[src/rtl/pcie_map.svh]
`ifndef PCIE_MAP_SVH
`define PCIE_MAP_SVH
// ----------------------------------------
// Register byte addresses
// ----------------------------------------
`define PCIE_SKT_EVENT      8'h00
`define PCIE_SKT_MASK       8'h04
`define PCIE_SKT_PRESENT    8'h08
`define PCIE_SKT_FORCE      8'h0c
`define PCIE_SKT_CONTROL    8'h10
`define PCIE_SKT_PWR_MGMT   8'h20
`define PCIE_SKT_RSV        8'h14
`define PCIE_LEG_FLAGS      8'h40
`define PCIE_LEG_MASK       8'h44
`define PCIE_LEG_GLOBAL     8'h48
`define PCIE_FUNC_STATUS    8'h4c
`define PCIE_ROUTE          8'h50
// ----------------------------------------
// Field positions
// ----------------------------------------
`define PCIE_BIT_CSTS       0
`define PCIE_BIT_CD_A       1
`define PCIE_BIT_CD_B       2
`define PCIE_BIT_PWR        3
`define PCIE_BIT_BVD1       1
`define PCIE_BIT_BVD2       0
`define PCIE_BIT_READY      2
`define PCIE_BIT_STSCHG     0
`define PCIE_BIT_CLR_W1C    2
`define PCIE_BIT_FUNC       0
// ----------------------------------------
// Reset values, card kinds and response codes
// ----------------------------------------
`define PCIE_MASK_RST       4'hf
`define PCIE_GLOBAL_RST     8'h00
`define PCIE_ROUTE_RST      8'h00
`define PCIE_CARD_MEM       2'h0
`define PCIE_CARD_IO        2'h1
`define PCIE_CARD_CB        2'h2
`define PCIE_RESP_OKAY      2'h0
`define PCIE_RESP_SLVERR    2'h2
`endif

[src/rtl/pcie_pkg.sv]
package pcie_pkg;
   typedef enum logic [1:0] {
      PCIE_CARD_MEM16 = 2'h0,
      PCIE_CARD_IO16  = 2'h1,
      PCIE_CARD_CBUS  = 2'h2,
      PCIE_CARD_NONE  = 2'h3
   } pcie_card_t;

   typedef struct packed {
      logic       cd1;
      logic       cd2;
      logic       bvd1;
      logic       bvd2;
      logic       ready;
      logic       irq;
      logic       pwr_done;
      pcie_card_t kind;
   } pcie_card_pins_t;

   typedef struct packed {
      logic [31:0] awaddr;
      logic        awvalid;
      logic [31:0] wdata;
      logic [3:0]  wstrb;
      logic        wvalid;
      logic        bready;
      logic [31:0] araddr;
      logic        arvalid;
      logic        rready;
   } pcie_axi_req_t;

   typedef struct packed {
      logic        awready;
      logic        wready;
      logic [1:0]  bresp;
      logic        bvalid;
      logic        arready;
      logic [31:0] rdata;
      logic [1:0]  rresp;
      logic        rvalid;
   } pcie_axi_rsp_t;

   typedef struct packed {
      logic [5:0] sync1;
      logic [5:0] sync2;
      logic [5:0] prev;
      logic       pwr1;
      logic       pwr2;
      logic       pwr_prev;
      logic [3:0] sk_flag;
      logic [3:0] sk_mask;
      logic [3:0] lg_flag;
      logic [3:0] lg_mask;
      logic [7:0] glob;
      logic [31:0] ctrl;
      logic [31:0] pm;
      logic [7:0] route;
      logic       func;
      logic       aw_got;
      logic       w_got;
      logic [7:0] awa;
      logic [31:0] wd;
      logic [3:0] ws;
      pcie_axi_rsp_t rsp;
      logic [7:0] irq_pins;
      logic       pci_int_n;
      logic       ser_irq;
   } pcie_state_t;
endpackage

[src/rtl/pcie_events.sv]
// Chosen here: the AXI4-Lite slave port.
`include "pcie_map.svh"
module pcie_events (
   input  wire logic                    clk,
   input  wire logic                    rst_n,
   input  pcie_pkg::pcie_card_pins_t    card,
   input  pcie_pkg::pcie_axi_req_t      axi_req,
   output pcie_pkg::pcie_axi_rsp_t      axi_rsp,
   output logic [7:0]                   legacy_irq_route_pin,
   output logic                         pci_int_n,
   output logic                         serialized_irq_line
);
   import pcie_pkg::*;

   pcie_state_t s_r;
   pcie_state_t s_nxt;

   // ----------------------------------------
   // Helpers
   // ----------------------------------------
   function automatic logic [31:0] apply_strb(input logic [31:0] old, input logic [31:0] d,
                                              input logic [3:0] st);
      logic [31:0] r;
      r = old;
      for (int i = 0; i < 4; i++) begin
         if (st[i]) begin
            r[i*8 +: 8] = d[i*8 +: 8];
         end
      end
      return r;
   endfunction

   function automatic logic [7:0] one_hot8(input logic [2:0] sel, input logic en);
      one_hot8 = en ? (8'h01 << sel) : 8'h00;
   endfunction

   logic [5:0] pin_vec;
   logic [5:0] edg;
   logic       is_mem;
   logic       is_io;
   logic       is_cb;
   logic [3:0] sk_set;
   logic [3:0] lg_set;
   logic       pwr_evt;
   logic       wr_go;
   logic       rd_go;
   logic [7:0] rd_a;
   logic [31:0] rd_d;
   logic       rd_hit;
   logic       wr_hit;
   logic [3:0] sk_clr;
   logic [3:0] lg_clr;
   logic       csc_req;
   logic       func_req;
   logic [7:0] csc_pins;
   logic [7:0] func_pins;

   assign pin_vec = {card.cd1, card.cd2, card.bvd1, card.bvd2, card.ready, card.irq};

   always_comb begin
      s_nxt = s_r;
      // ----------------------------------------
      // Synchronise card pins, find edges
      // ----------------------------------------
      s_nxt.sync1 = pin_vec;
      s_nxt.sync2 = s_r.sync1;
      s_nxt.prev  = s_r.sync2;
      s_nxt.pwr1  = card.pwr_done;
      s_nxt.pwr2  = s_r.pwr1;
      s_nxt.pwr_prev = s_r.pwr2;
      edg     = s_r.sync2 ^ s_r.prev;
      pwr_evt = s_r.pwr2 & ~s_r.pwr_prev;
      is_mem  = (card.kind == PCIE_CARD_MEM16);
      is_io   = (card.kind == PCIE_CARD_IO16);
      is_cb   = (card.kind == PCIE_CARD_CBUS);

      sk_set = 4'h0;
      lg_set = 4'h0;
      sk_set[`PCIE_BIT_CD_A] = edg[5];
      sk_set[`PCIE_BIT_CD_B] = edg[4];
      sk_set[`PCIE_BIT_CSTS] = is_cb & s_r.sync2[3] & ~s_r.prev[3];
      sk_set[`PCIE_BIT_PWR]  = is_cb & pwr_evt;
      lg_set[`PCIE_BIT_BVD1] = is_mem & edg[3];
      lg_set[`PCIE_BIT_BVD2] = is_mem & edg[2];
      lg_set[`PCIE_BIT_READY] = is_mem & edg[1];
      if (is_io && s_r.sync2[3] && !s_r.prev[3]) begin
         lg_set[`PCIE_BIT_STSCHG] = 1'b1;
      end
      lg_set[`PCIE_BIT_PWR] = (is_mem | is_io) & pwr_evt;
      s_nxt.func = (is_io | is_cb) & s_r.sync2[0];

      // ----------------------------------------
      // AXI4-Lite slave
      // ----------------------------------------
      s_nxt.rsp.awready = 1'b0;
      s_nxt.rsp.wready  = 1'b0;
      s_nxt.rsp.arready = 1'b0;
      if (axi_req.awvalid && !s_r.aw_got && !s_r.rsp.bvalid && !s_r.rsp.awready) begin
         s_nxt.rsp.awready = 1'b1;
      end
      if (axi_req.wvalid && !s_r.w_got && !s_r.rsp.bvalid && !s_r.rsp.wready) begin
         s_nxt.rsp.wready = 1'b1;
      end
      if (s_r.rsp.awready) begin
         s_nxt.aw_got = 1'b1;
         s_nxt.awa    = axi_req.awaddr[7:0];
      end
      if (s_r.rsp.wready) begin
         s_nxt.w_got = 1'b1;
         s_nxt.wd    = axi_req.wdata;
         s_nxt.ws    = axi_req.wstrb;
      end
      wr_go  = s_r.aw_got & s_r.w_got & ~s_r.rsp.bvalid;
      sk_clr = 4'h0;
      lg_clr = 4'h0;
      wr_hit = 1'b1;
      if (wr_go) begin
         s_nxt.aw_got = 1'b0;
         s_nxt.w_got  = 1'b0;
         s_nxt.rsp.bvalid = 1'b1;
         unique case (s_r.awa)
            `PCIE_SKT_EVENT: sk_clr = s_r.wd[3:0] & {4{s_r.ws[0]}};
            `PCIE_SKT_MASK: if (s_r.ws[0]) s_nxt.sk_mask = s_r.wd[3:0];
            `PCIE_SKT_FORCE: sk_set = sk_set | (s_r.wd[3:0] & {4{s_r.ws[0]}});
            `PCIE_SKT_CONTROL: s_nxt.ctrl = apply_strb(s_r.ctrl, s_r.wd, s_r.ws);
            `PCIE_SKT_PWR_MGMT: s_nxt.pm = apply_strb(s_r.pm, s_r.wd, s_r.ws);
            `PCIE_LEG_FLAGS: begin
               if (s_r.glob[`PCIE_BIT_CLR_W1C] && s_r.ws[0]) begin
                  lg_clr = s_r.wd[3:0];
               end
            end
            `PCIE_LEG_MASK: if (s_r.ws[0]) s_nxt.lg_mask = s_r.wd[3:0];
            `PCIE_LEG_GLOBAL: if (s_r.ws[0]) s_nxt.glob = s_r.wd[7:0];
            `PCIE_ROUTE: if (s_r.ws[0]) s_nxt.route = s_r.wd[7:0];
            `PCIE_SKT_PRESENT, `PCIE_FUNC_STATUS: wr_hit = 1'b1;
            default: wr_hit = 1'b0;
         endcase
         s_nxt.rsp.bresp = wr_hit ? `PCIE_RESP_OKAY : `PCIE_RESP_SLVERR;
      end
      if (s_r.rsp.bvalid && axi_req.bready) begin
         s_nxt.rsp.bvalid = 1'b0;
      end

      if (axi_req.arvalid && !s_r.rsp.rvalid && !s_r.rsp.arready) begin
         s_nxt.rsp.arready = 1'b1;
      end
      rd_go  = s_r.rsp.arready;
      rd_a   = axi_req.araddr[7:0];
      rd_d   = 32'h0;
      rd_hit = 1'b1;
      unique case (rd_a)
         `PCIE_SKT_EVENT:    rd_d = {28'h0, s_r.sk_flag};
         `PCIE_SKT_MASK:     rd_d = {28'h0, s_r.sk_mask};
         `PCIE_SKT_PRESENT:  rd_d = {26'h0, s_r.sync2[5:4], card.kind, s_r.sync2[0], 1'b0};
         `PCIE_SKT_FORCE:    rd_d = 32'h0;
         `PCIE_SKT_CONTROL:  rd_d = s_r.ctrl;
         `PCIE_SKT_PWR_MGMT: rd_d = s_r.pm;
         `PCIE_LEG_FLAGS:    rd_d = {28'h0, s_r.lg_flag};
         `PCIE_LEG_MASK:     rd_d = {28'h0, s_r.lg_mask};
         `PCIE_LEG_GLOBAL:   rd_d = {24'h0, s_r.glob};
         `PCIE_FUNC_STATUS:  rd_d = {31'h0, s_r.func};
         `PCIE_ROUTE:        rd_d = {24'h0, s_r.route};
         default:            rd_hit = 1'b0;
      endcase
      if (rd_go) begin
         s_nxt.rsp.rvalid = 1'b1;
         s_nxt.rsp.rdata  = rd_d;
         s_nxt.rsp.rresp  = rd_hit ? `PCIE_RESP_OKAY : `PCIE_RESP_SLVERR;
         if (rd_a == `PCIE_LEG_FLAGS && !s_r.glob[`PCIE_BIT_CLR_W1C]) begin
            lg_clr = lg_clr | s_r.lg_flag;
         end
      end
      if (s_r.rsp.rvalid && axi_req.rready) begin
         s_nxt.rsp.rvalid = 1'b0;
      end

      // ----------------------------------------
      // Flags: set wins over clear
      // ----------------------------------------
      s_nxt.sk_flag = (s_r.sk_flag & ~sk_clr) | sk_set;
      s_nxt.lg_flag = (s_r.lg_flag & ~lg_clr) | lg_set;

      // ----------------------------------------
      // Interrupt generation and routing
      // ----------------------------------------
      // A set mask bit blocks its event; functional requests have no mask
      csc_req   = |(s_r.sk_flag & ~s_r.sk_mask) | |(s_r.lg_flag & ~s_r.lg_mask);
      func_req  = s_r.func;
      csc_pins  = one_hot8(s_r.route[2:0], csc_req);
      func_pins = one_hot8(s_r.route[6:4], func_req & s_r.route[7]);
      s_nxt.irq_pins  = csc_pins | func_pins;
      s_nxt.pci_int_n = ~(func_req | (csc_req & s_r.route[3]));
      s_nxt.ser_irq   = ~(|(csc_pins | func_pins));

      if (!rst_n) begin
         s_nxt = '0;
         s_nxt.sk_mask = `PCIE_MASK_RST;
         s_nxt.lg_mask = `PCIE_MASK_RST;
         s_nxt.glob    = `PCIE_GLOBAL_RST;
         s_nxt.route   = `PCIE_ROUTE_RST;
         s_nxt.pci_int_n = 1'b1;
         s_nxt.ser_irq   = 1'b1;
      end
   end

   always_ff @(posedge clk) begin
      s_r <= s_nxt;
   end

   // Every output is a flop of the state, no gates after it
   assign axi_rsp              = s_r.rsp;
   assign legacy_irq_route_pin = s_r.irq_pins;
   assign pci_int_n            = s_r.pci_int_n;
   assign serialized_irq_line  = s_r.ser_irq;
endmodule // pcie_events

[config.mk]
export PLATFORM = sky130hd
export DESIGN_NAME = pcie_events
export DESIGN_NICKNAME = d
export VERILOG_FILES = /design/src/rtl/pcie_pkg.sv /design/src/rtl/pcie_events.sv
export VERILOG_INCLUDE_DIRS = /design/src /design/src/rtl
export SDC_FILE = /design/constraint.sdc
export NUM_CORES = 1
export LEC_CHECK = 0
export BUFFER_PORTS_ARGS = -buffer_cell sky130_fd_sc_hd__buf_2
export CAP_MARGIN = 20
export CORE_UTILIZATION = 56
export DETAILED_ROUTE_END_ITERATION = 7
export GPL_TIMING_DRIVEN = 0
export PLACE_DENSITY = 0.81
export SLEW_MARGIN = 20
export SYNTH_ARGS = -nofsm -noshare
export SYNTH_HDL_FRONTEND = slang
export SYNTH_SLANG_ARGS = --single-unit
[constraint.sdc]
create_clock -name clk -period 2.49 [get_ports clk]
set_input_delay 0.249 -clock clk [delete_from_list [all_inputs] [get_ports clk]]
set_output_delay 0.249 -clock clk [all_outputs]
set_load 0.05 [all_outputs]
==> qor.csv, run 1 <==
metric,value,unit
Hold/Removal Path Class,input pin to register,
post-route minimum period,2.39,ns
outcome,finished clean,
Routed WL per cell,17.0,um
io pins,167,
Synth top area share,45.9,%
Place WS,0.181,ns
nets@finish,1224,
port buffer count,113,
clock sink count,212,
leading area contributor after synthesis,dfxtp_1,
Initial Util,57.7,%
Final TNS setup,0,ns
top-count cell post-synth,dfxtp_1,
first-pass GRT wire length,35.5,mm
Final Util,69.0,%
clock skew,0.0124,ns
critical path required time,2.87,ns
CTS tree,built,
CTS buffer count,22,
Layout area overhead,19.5,%
cells on worst reg2reg path,4,
Syn Inst Count,951,
Total Wirelength,22.7,mm
1st-iter DRT viols,580,
largest net degree at the start of global routing,15,
worst vdd ir,0.492,mV
vias in the first global route,6860,
Vias/cell,5.55,
cell area power density,689,nW/um^2
Tot Pwr,7.60,mW
total grt overflow,0,
Via Count,7413,
"Data arrival, critical path",2.78,ns
Final setup viols,0,
"Hold Vio Cnt, Final",0,
RSZ-0062 raised after global routing,false,
post-DP HPWL,16.0,mm
Die ar.,17000,sq um
cell area after synthesis,9240,sq um
first-pass detailed-route iteration total,5,
Synth cell types,58,
Root Buffer,clkbuf_16,
Remaining DRCs,0,
Longest Clk Path Bufs,3,
Die Ht,130,um
CTS resizes,0,
antenna-violating nets left,0,
CP Launch Type,register,
Yosys reg bits,212,
Setup WS post-layout,0.0965,ns
row count,46,
Global Route Usage Sum,27.1,%
clk slew on worst S/H paths,0.06,ns
top post-synthesis cells by count,"dfxtp_1 (212), nor2b_1 (104), mux2i_1 (97), nand2_1 (80), buf_4 (51)",
worst hold path depth,3,
routability cong.,0.942,
"Slew Viols, Final",0,
total of warnings raised by yosys,0,
final instance area,11000,sq um
fill cell count,1304,
initial antenna violation count,0,
ys flop type,dfxtp_1,
Max Fclk,0.418,GHz
slew margin rel.,32.7,%
Inserted Diodes,0,
Max-Cap Viols,0,
synth top area cells,"dfxtp_1 (46%), mux2i_1 (11%), nor2b_1 (7.0%), buf_4 (4.1%), a21boi_0 (3.5%)",
placed instance area,10100,sq um
"EDFF count, synth",0,
kind of critical path,register to register,
Skew-Pair Late Insertion Delay,0.51,ns
syn avg cell area,9.71,sq um
"Max FO, Critical Path",10,
slew at the pin closest to its max-slew limit,0.995,ns
Placeable Area,16000,sq um
CTS H-tree lvls,1,
share of cells above drive strength 1,19.8,%
Final Cycle Share,96.1,%
"FFs w/ async S/R, synth",0,%
LEAKAGE,4.54,nW
register area share after synthesis,45.9,%
Die X,130,um
CP Capture Type,register,
-- stage by stage --
step                      cells  hold WS (ns)
final                      1336       0.00522
after detailed placement   1281         0.418
after global placement     1281         0.416
after global routing       1336        0.0243
after floorplan             952         0.376
after CTS                  1336     0.0000250
-- placed cells by master, fill, tap and decap left out, types with 21 or more instances in the layout --
| cell type | instances |
|---|---|
| dfxtp_1 | 212 |
| buf_2 | 117 |
| nor2b_1 | 104 |
| mux2i_1 | 97 |
| nand2_1 | 80 |
| clkbuf_1 | 53 |
| buf_4 | 51 |
| and2_1 | 47 |
| a21boi_0 | 43 |
| a22oi_1 | 34 |
| nand3_1 | 33 |
| o2bb2ai_1 | 24 |
| clkbuf_16 | 23 |
| nor2_1 | 21 |
-- metal layers --
layer / track usage [%] / part of all wire, % / vias to the layer above
met5: 0 / 0 / -
li1: - / - / 3572
met4: 8.79 / 2.9 / 0
met1: 37.8 / 45 / 3477
met3: 3.95 / 7.4 / 52
met2: 43.4 / 45 / 312
-- critical path, cell delays in order (launching register included) --
cell and delay, ns:
dfxtp_1 0.33, clkbuf_1 0.76, clkbuf_1 0.80, mux2i_1 0.30
nor2b_1 0.07
-- flip-flops by register name, summed over array words and instances, names as in the netlist --
signal	count
s_r	162
axi_rsp	38
legacy_irq_route_pin	8
func_req	1
pci_int_n	1
rd_go	1
serialized_irq_line	1
-- kinds of logic (layout without fill, tap and decap cells) --
logic type / Yosys count / in the layout / synth area share, %
AOI/OAI and AO/OA: 168 / 168 / 13.9
xor gates and xnor gates: 4 / 4 / 0.379
adders and majority gates: 3 / 3 / 0.406
buffers and inverters: 117 / 285 / 7.21
DFF: 212 / 212 / 45.9
muxes: 102 / 102 / 11.5
other: 1 / 2 / 0.0406
and+or+nand+nor: 344 / 344 / 20.7
-- final timing paths --
kind	from	to	slack [ns]
worst max-delay path	axi_rsp[39]$_SDFF_PN0_	s_r[59]$_SDFFE_PN0P_	0.1
worst min-delay path	axi_req[69]	s_r[84]$_SDFFE_PN0P_	0.005
worst min register to register	s_r[209]$_SDFF_PN0_	s_r[203]$_SDFF_PN0_	0.43
worst max register to register	axi_rsp[39]$_SDFF_PN0_	s_r[59]$_SDFFE_PN0P_	0.1
-- what timing repair did --
| action | in CTS | in global routing |
|---|---|---|
| hold endpoints to repair | 16 | 0 |
| buffers inserted | 0 | 0 |
| hold buffers | 16 | 0 |
-- report_power, final --
group | switching (mW) | internal (mW)
logic | 0.305 | 0.213
clock network | 1.33 | 2.25
registers | 0.0533 | 3.46
-- area by class of cell --
type                    count  area (sq um)  area share [%]
inverters                   7          26.3           0.238
multi-input cells         623          4330            39.2
flip-flops and latches    212          4240            38.5
plain buffers             110           639            5.79
repair buffers            129           726            6.58
well taps                 216           270            2.45
clock buffers              32           659            5.97
clock inverters             7           141            1.28
(Power assumes the default switching activity.)
==> run 2, diff against run 1 <==
--- a/config.mk
+++ b/config.mk
@@ -8,7 +8,9 @@
 export LEC_CHECK = 0
 export BUFFER_PORTS_ARGS = -buffer_cell sky130_fd_sc_hd__buf_2
 export CAP_MARGIN = 20
-export CORE_UTILIZATION = 56
+export CELL_PAD_IN_SITES_DETAIL_PLACEMENT = 0
+export CELL_PAD_IN_SITES_GLOBAL_PLACEMENT = 1
+export CORE_UTILIZATION = 43
 export DETAILED_ROUTE_END_ITERATION = 7
 export GPL_TIMING_DRIVEN = 0
 export PLACE_DENSITY = 0.81
==> run 2 against run 1 <==
Against the previous run: critical path type unchanged; hold slack better by 0.0027 ns; routed wire length is 6.7% higher; setup slack better by 0.076 ns; power is 4.5% higher; count of clock-buffer cells in the layout is 2 higher; clock skew is 0.0050 ns lower; first-iteration DRC count is 33% lower; global-route usage is 4.9 points lower; combinational power is 4.4% higher; largest power group unchanged; design area is 3.0% higher.
==> qor.csv, run 2 (same netlist as run 1, synthesis figures left out) <==
metric,value,unit
Total Wirelength,24.2,mm
largest net degree at the start of global routing,14,
slew at the pin closest to its max-slew limit,1.11,ns
io pins,167,
CTS H-tree lvls,1,
antenna-violating nets left,0,
outcome,finished clean,
"most common cell after layout, fill and taps aside",dfxtp_1,
CP Launch Type,register,
first-pass detailed-route iteration total,5,
CTS buffer count,24,
"commonest non-fill, non-tap cells in the layout","dfxtp_1 (212), buf_2 (117), nor2b_1 (104)",
Max-Cap Viols,0,
RSZ-0062 raised after global routing,false,
slew margin rel.,25.3,%
total grt overflow,0,
Remaining DRCs,0,
Skew-Pair Late Insertion Delay,0.51,ns
Routed WL per cell,17.1,um
initial antenna violation count,1,
"Hold Vio Cnt, Final",0,
Die Ht,149,um
max reg flops,162,
share of cells above drive strength 1,20.0,%
Vias/cell,5.16,
clock sink count,212,
"Slew Viols, Final",0,
Max Fclk,0.432,GHz
Setup WS post-layout,0.173,ns
routability cong.,0.909,
Via Count,7322,
final instance area,11400,sq um
"Data arrival, critical path",2.72,ns
Layout area overhead,23.1,%
LEAKAGE,4.66,nW
CTS resizes,0,
Hold/Removal Path Class,input pin to register,
placed instance area,10100,sq um
Global Route Usage Sum,22.2,%
CTS tree,built,
post-DP HPWL,17.3,mm
Final TNS setup,0,ns
Die X,149,um
fill cell count,1947,
Reg with most FFs,s_r,
Final Cycle Share,93.1,%
CP Capture Type,register,
vias in the first global route,7003,
1st-iter DRT viols,388,
Initial Util,43.9,%
port buffer count,113,
"Max FO, Critical Path",8,
kind of critical path,register to register,
clk slew on worst S/H paths,0.06,ns
Die ar.,22100,sq um
Place WS,0.182,ns
multi-input logic area,4330,sq um
nets@finish,1243,
register area,4240,sq um
worst vdd ir,0.535,mV
cell area power density,699,nW/um^2
critical path required time,2.89,ns
row count,53,
Placeable Area,21000,sq um
clock skew,0.00735,ns
first-pass GRT wire length,38.2,mm
Final setup viols,0,
Root Buffer,clkbuf_16,
post-route minimum period,2.32,ns
Longest Clk Path Bufs,3,
Final Util,54.1,%
==> run 2: routing by layer <==
| metal | wire (um) | track usage (%) | share of wire [%] |
|---|---|---|---|
| met1 | 11700 | 31.3 | 48 |
| met2 | 10700 | 34.6 | 44 |
| met3 | 1270 | 3.53 | 5.2 |
| met4 | 628 | 7.11 | 2.6 |
| met5 | 0 | 0 | 0 |
==> run 2: worst paths after layout <==
path,startpoint,to,slack (ns),depth (start not counted)
worst max-delay path,s_r[87]$_SDFFE_PN0P_,s_r[123]$_SDFFE_PN0P_,0.17,5
worst min-delay path,axi_req[76],s_r[90]$_SDFFE_PN0P_,0.008,3
worst max register to register,s_r[87]$_SDFFE_PN0P_,s_r[123]$_SDFFE_PN0P_,0.17,5
worst min register to register,s_r[209]$_SDFF_PN0_,s_r[203]$_SDFF_PN0_,0.43,1
==> run 2: layout make-up <==
cell class | instances | area share [%]
clock inverter | 10 | 1.56
multi-input combinational | 623 | 38.1
clock buffer | 34 | 6.24
inverter | 7 | 0.231
sequential | 212 | 37.3
tap | 275 | 3.03
timing repair buffer | 146 | 7.86
antenna | 1 | 0.0220
buffer | 110 | 5.62
==> run 2: where the power goes <==
group / total [mW] / internal [mW] / switching, mW
logic: 0.542 / 0.229 / 0.313
clock network: 3.89 / 2.50 / 1.39
registers: 3.51 / 3.46 / 0.0550
==> run 2: metrics by stage <==
stage / power (mW) / hold WS (ns) / cells
5_1_grt: 8.19 / 0.0111 / 1417
6_report: 7.94 / 0.00794 / 1418
3_5_place_dp: 4.09 / 0.419 / 1340
2_1_floorplan: 3.89 / 0.376 / 952
4_1_cts: 8.00 / 0.000527 / 1416
3_3_place_gp: 4.08 / 0.418 / 1340
==> run 2: critical path, stage by stage (launching register included) <==
cell and delay, ns:
dfxtp_1 0.35, or4_4 0.59, nor4_2 0.47, nand2_1 0.44, mux2i_1 0.29, nor2b_1 0.06
==> run 2: what timing repair did <==
item	CTS	global route
endpoints found under the hold margin	32	0
endpoints found under the setup margin	0	7
hold buffers	32	0
buffers inserted	0	1
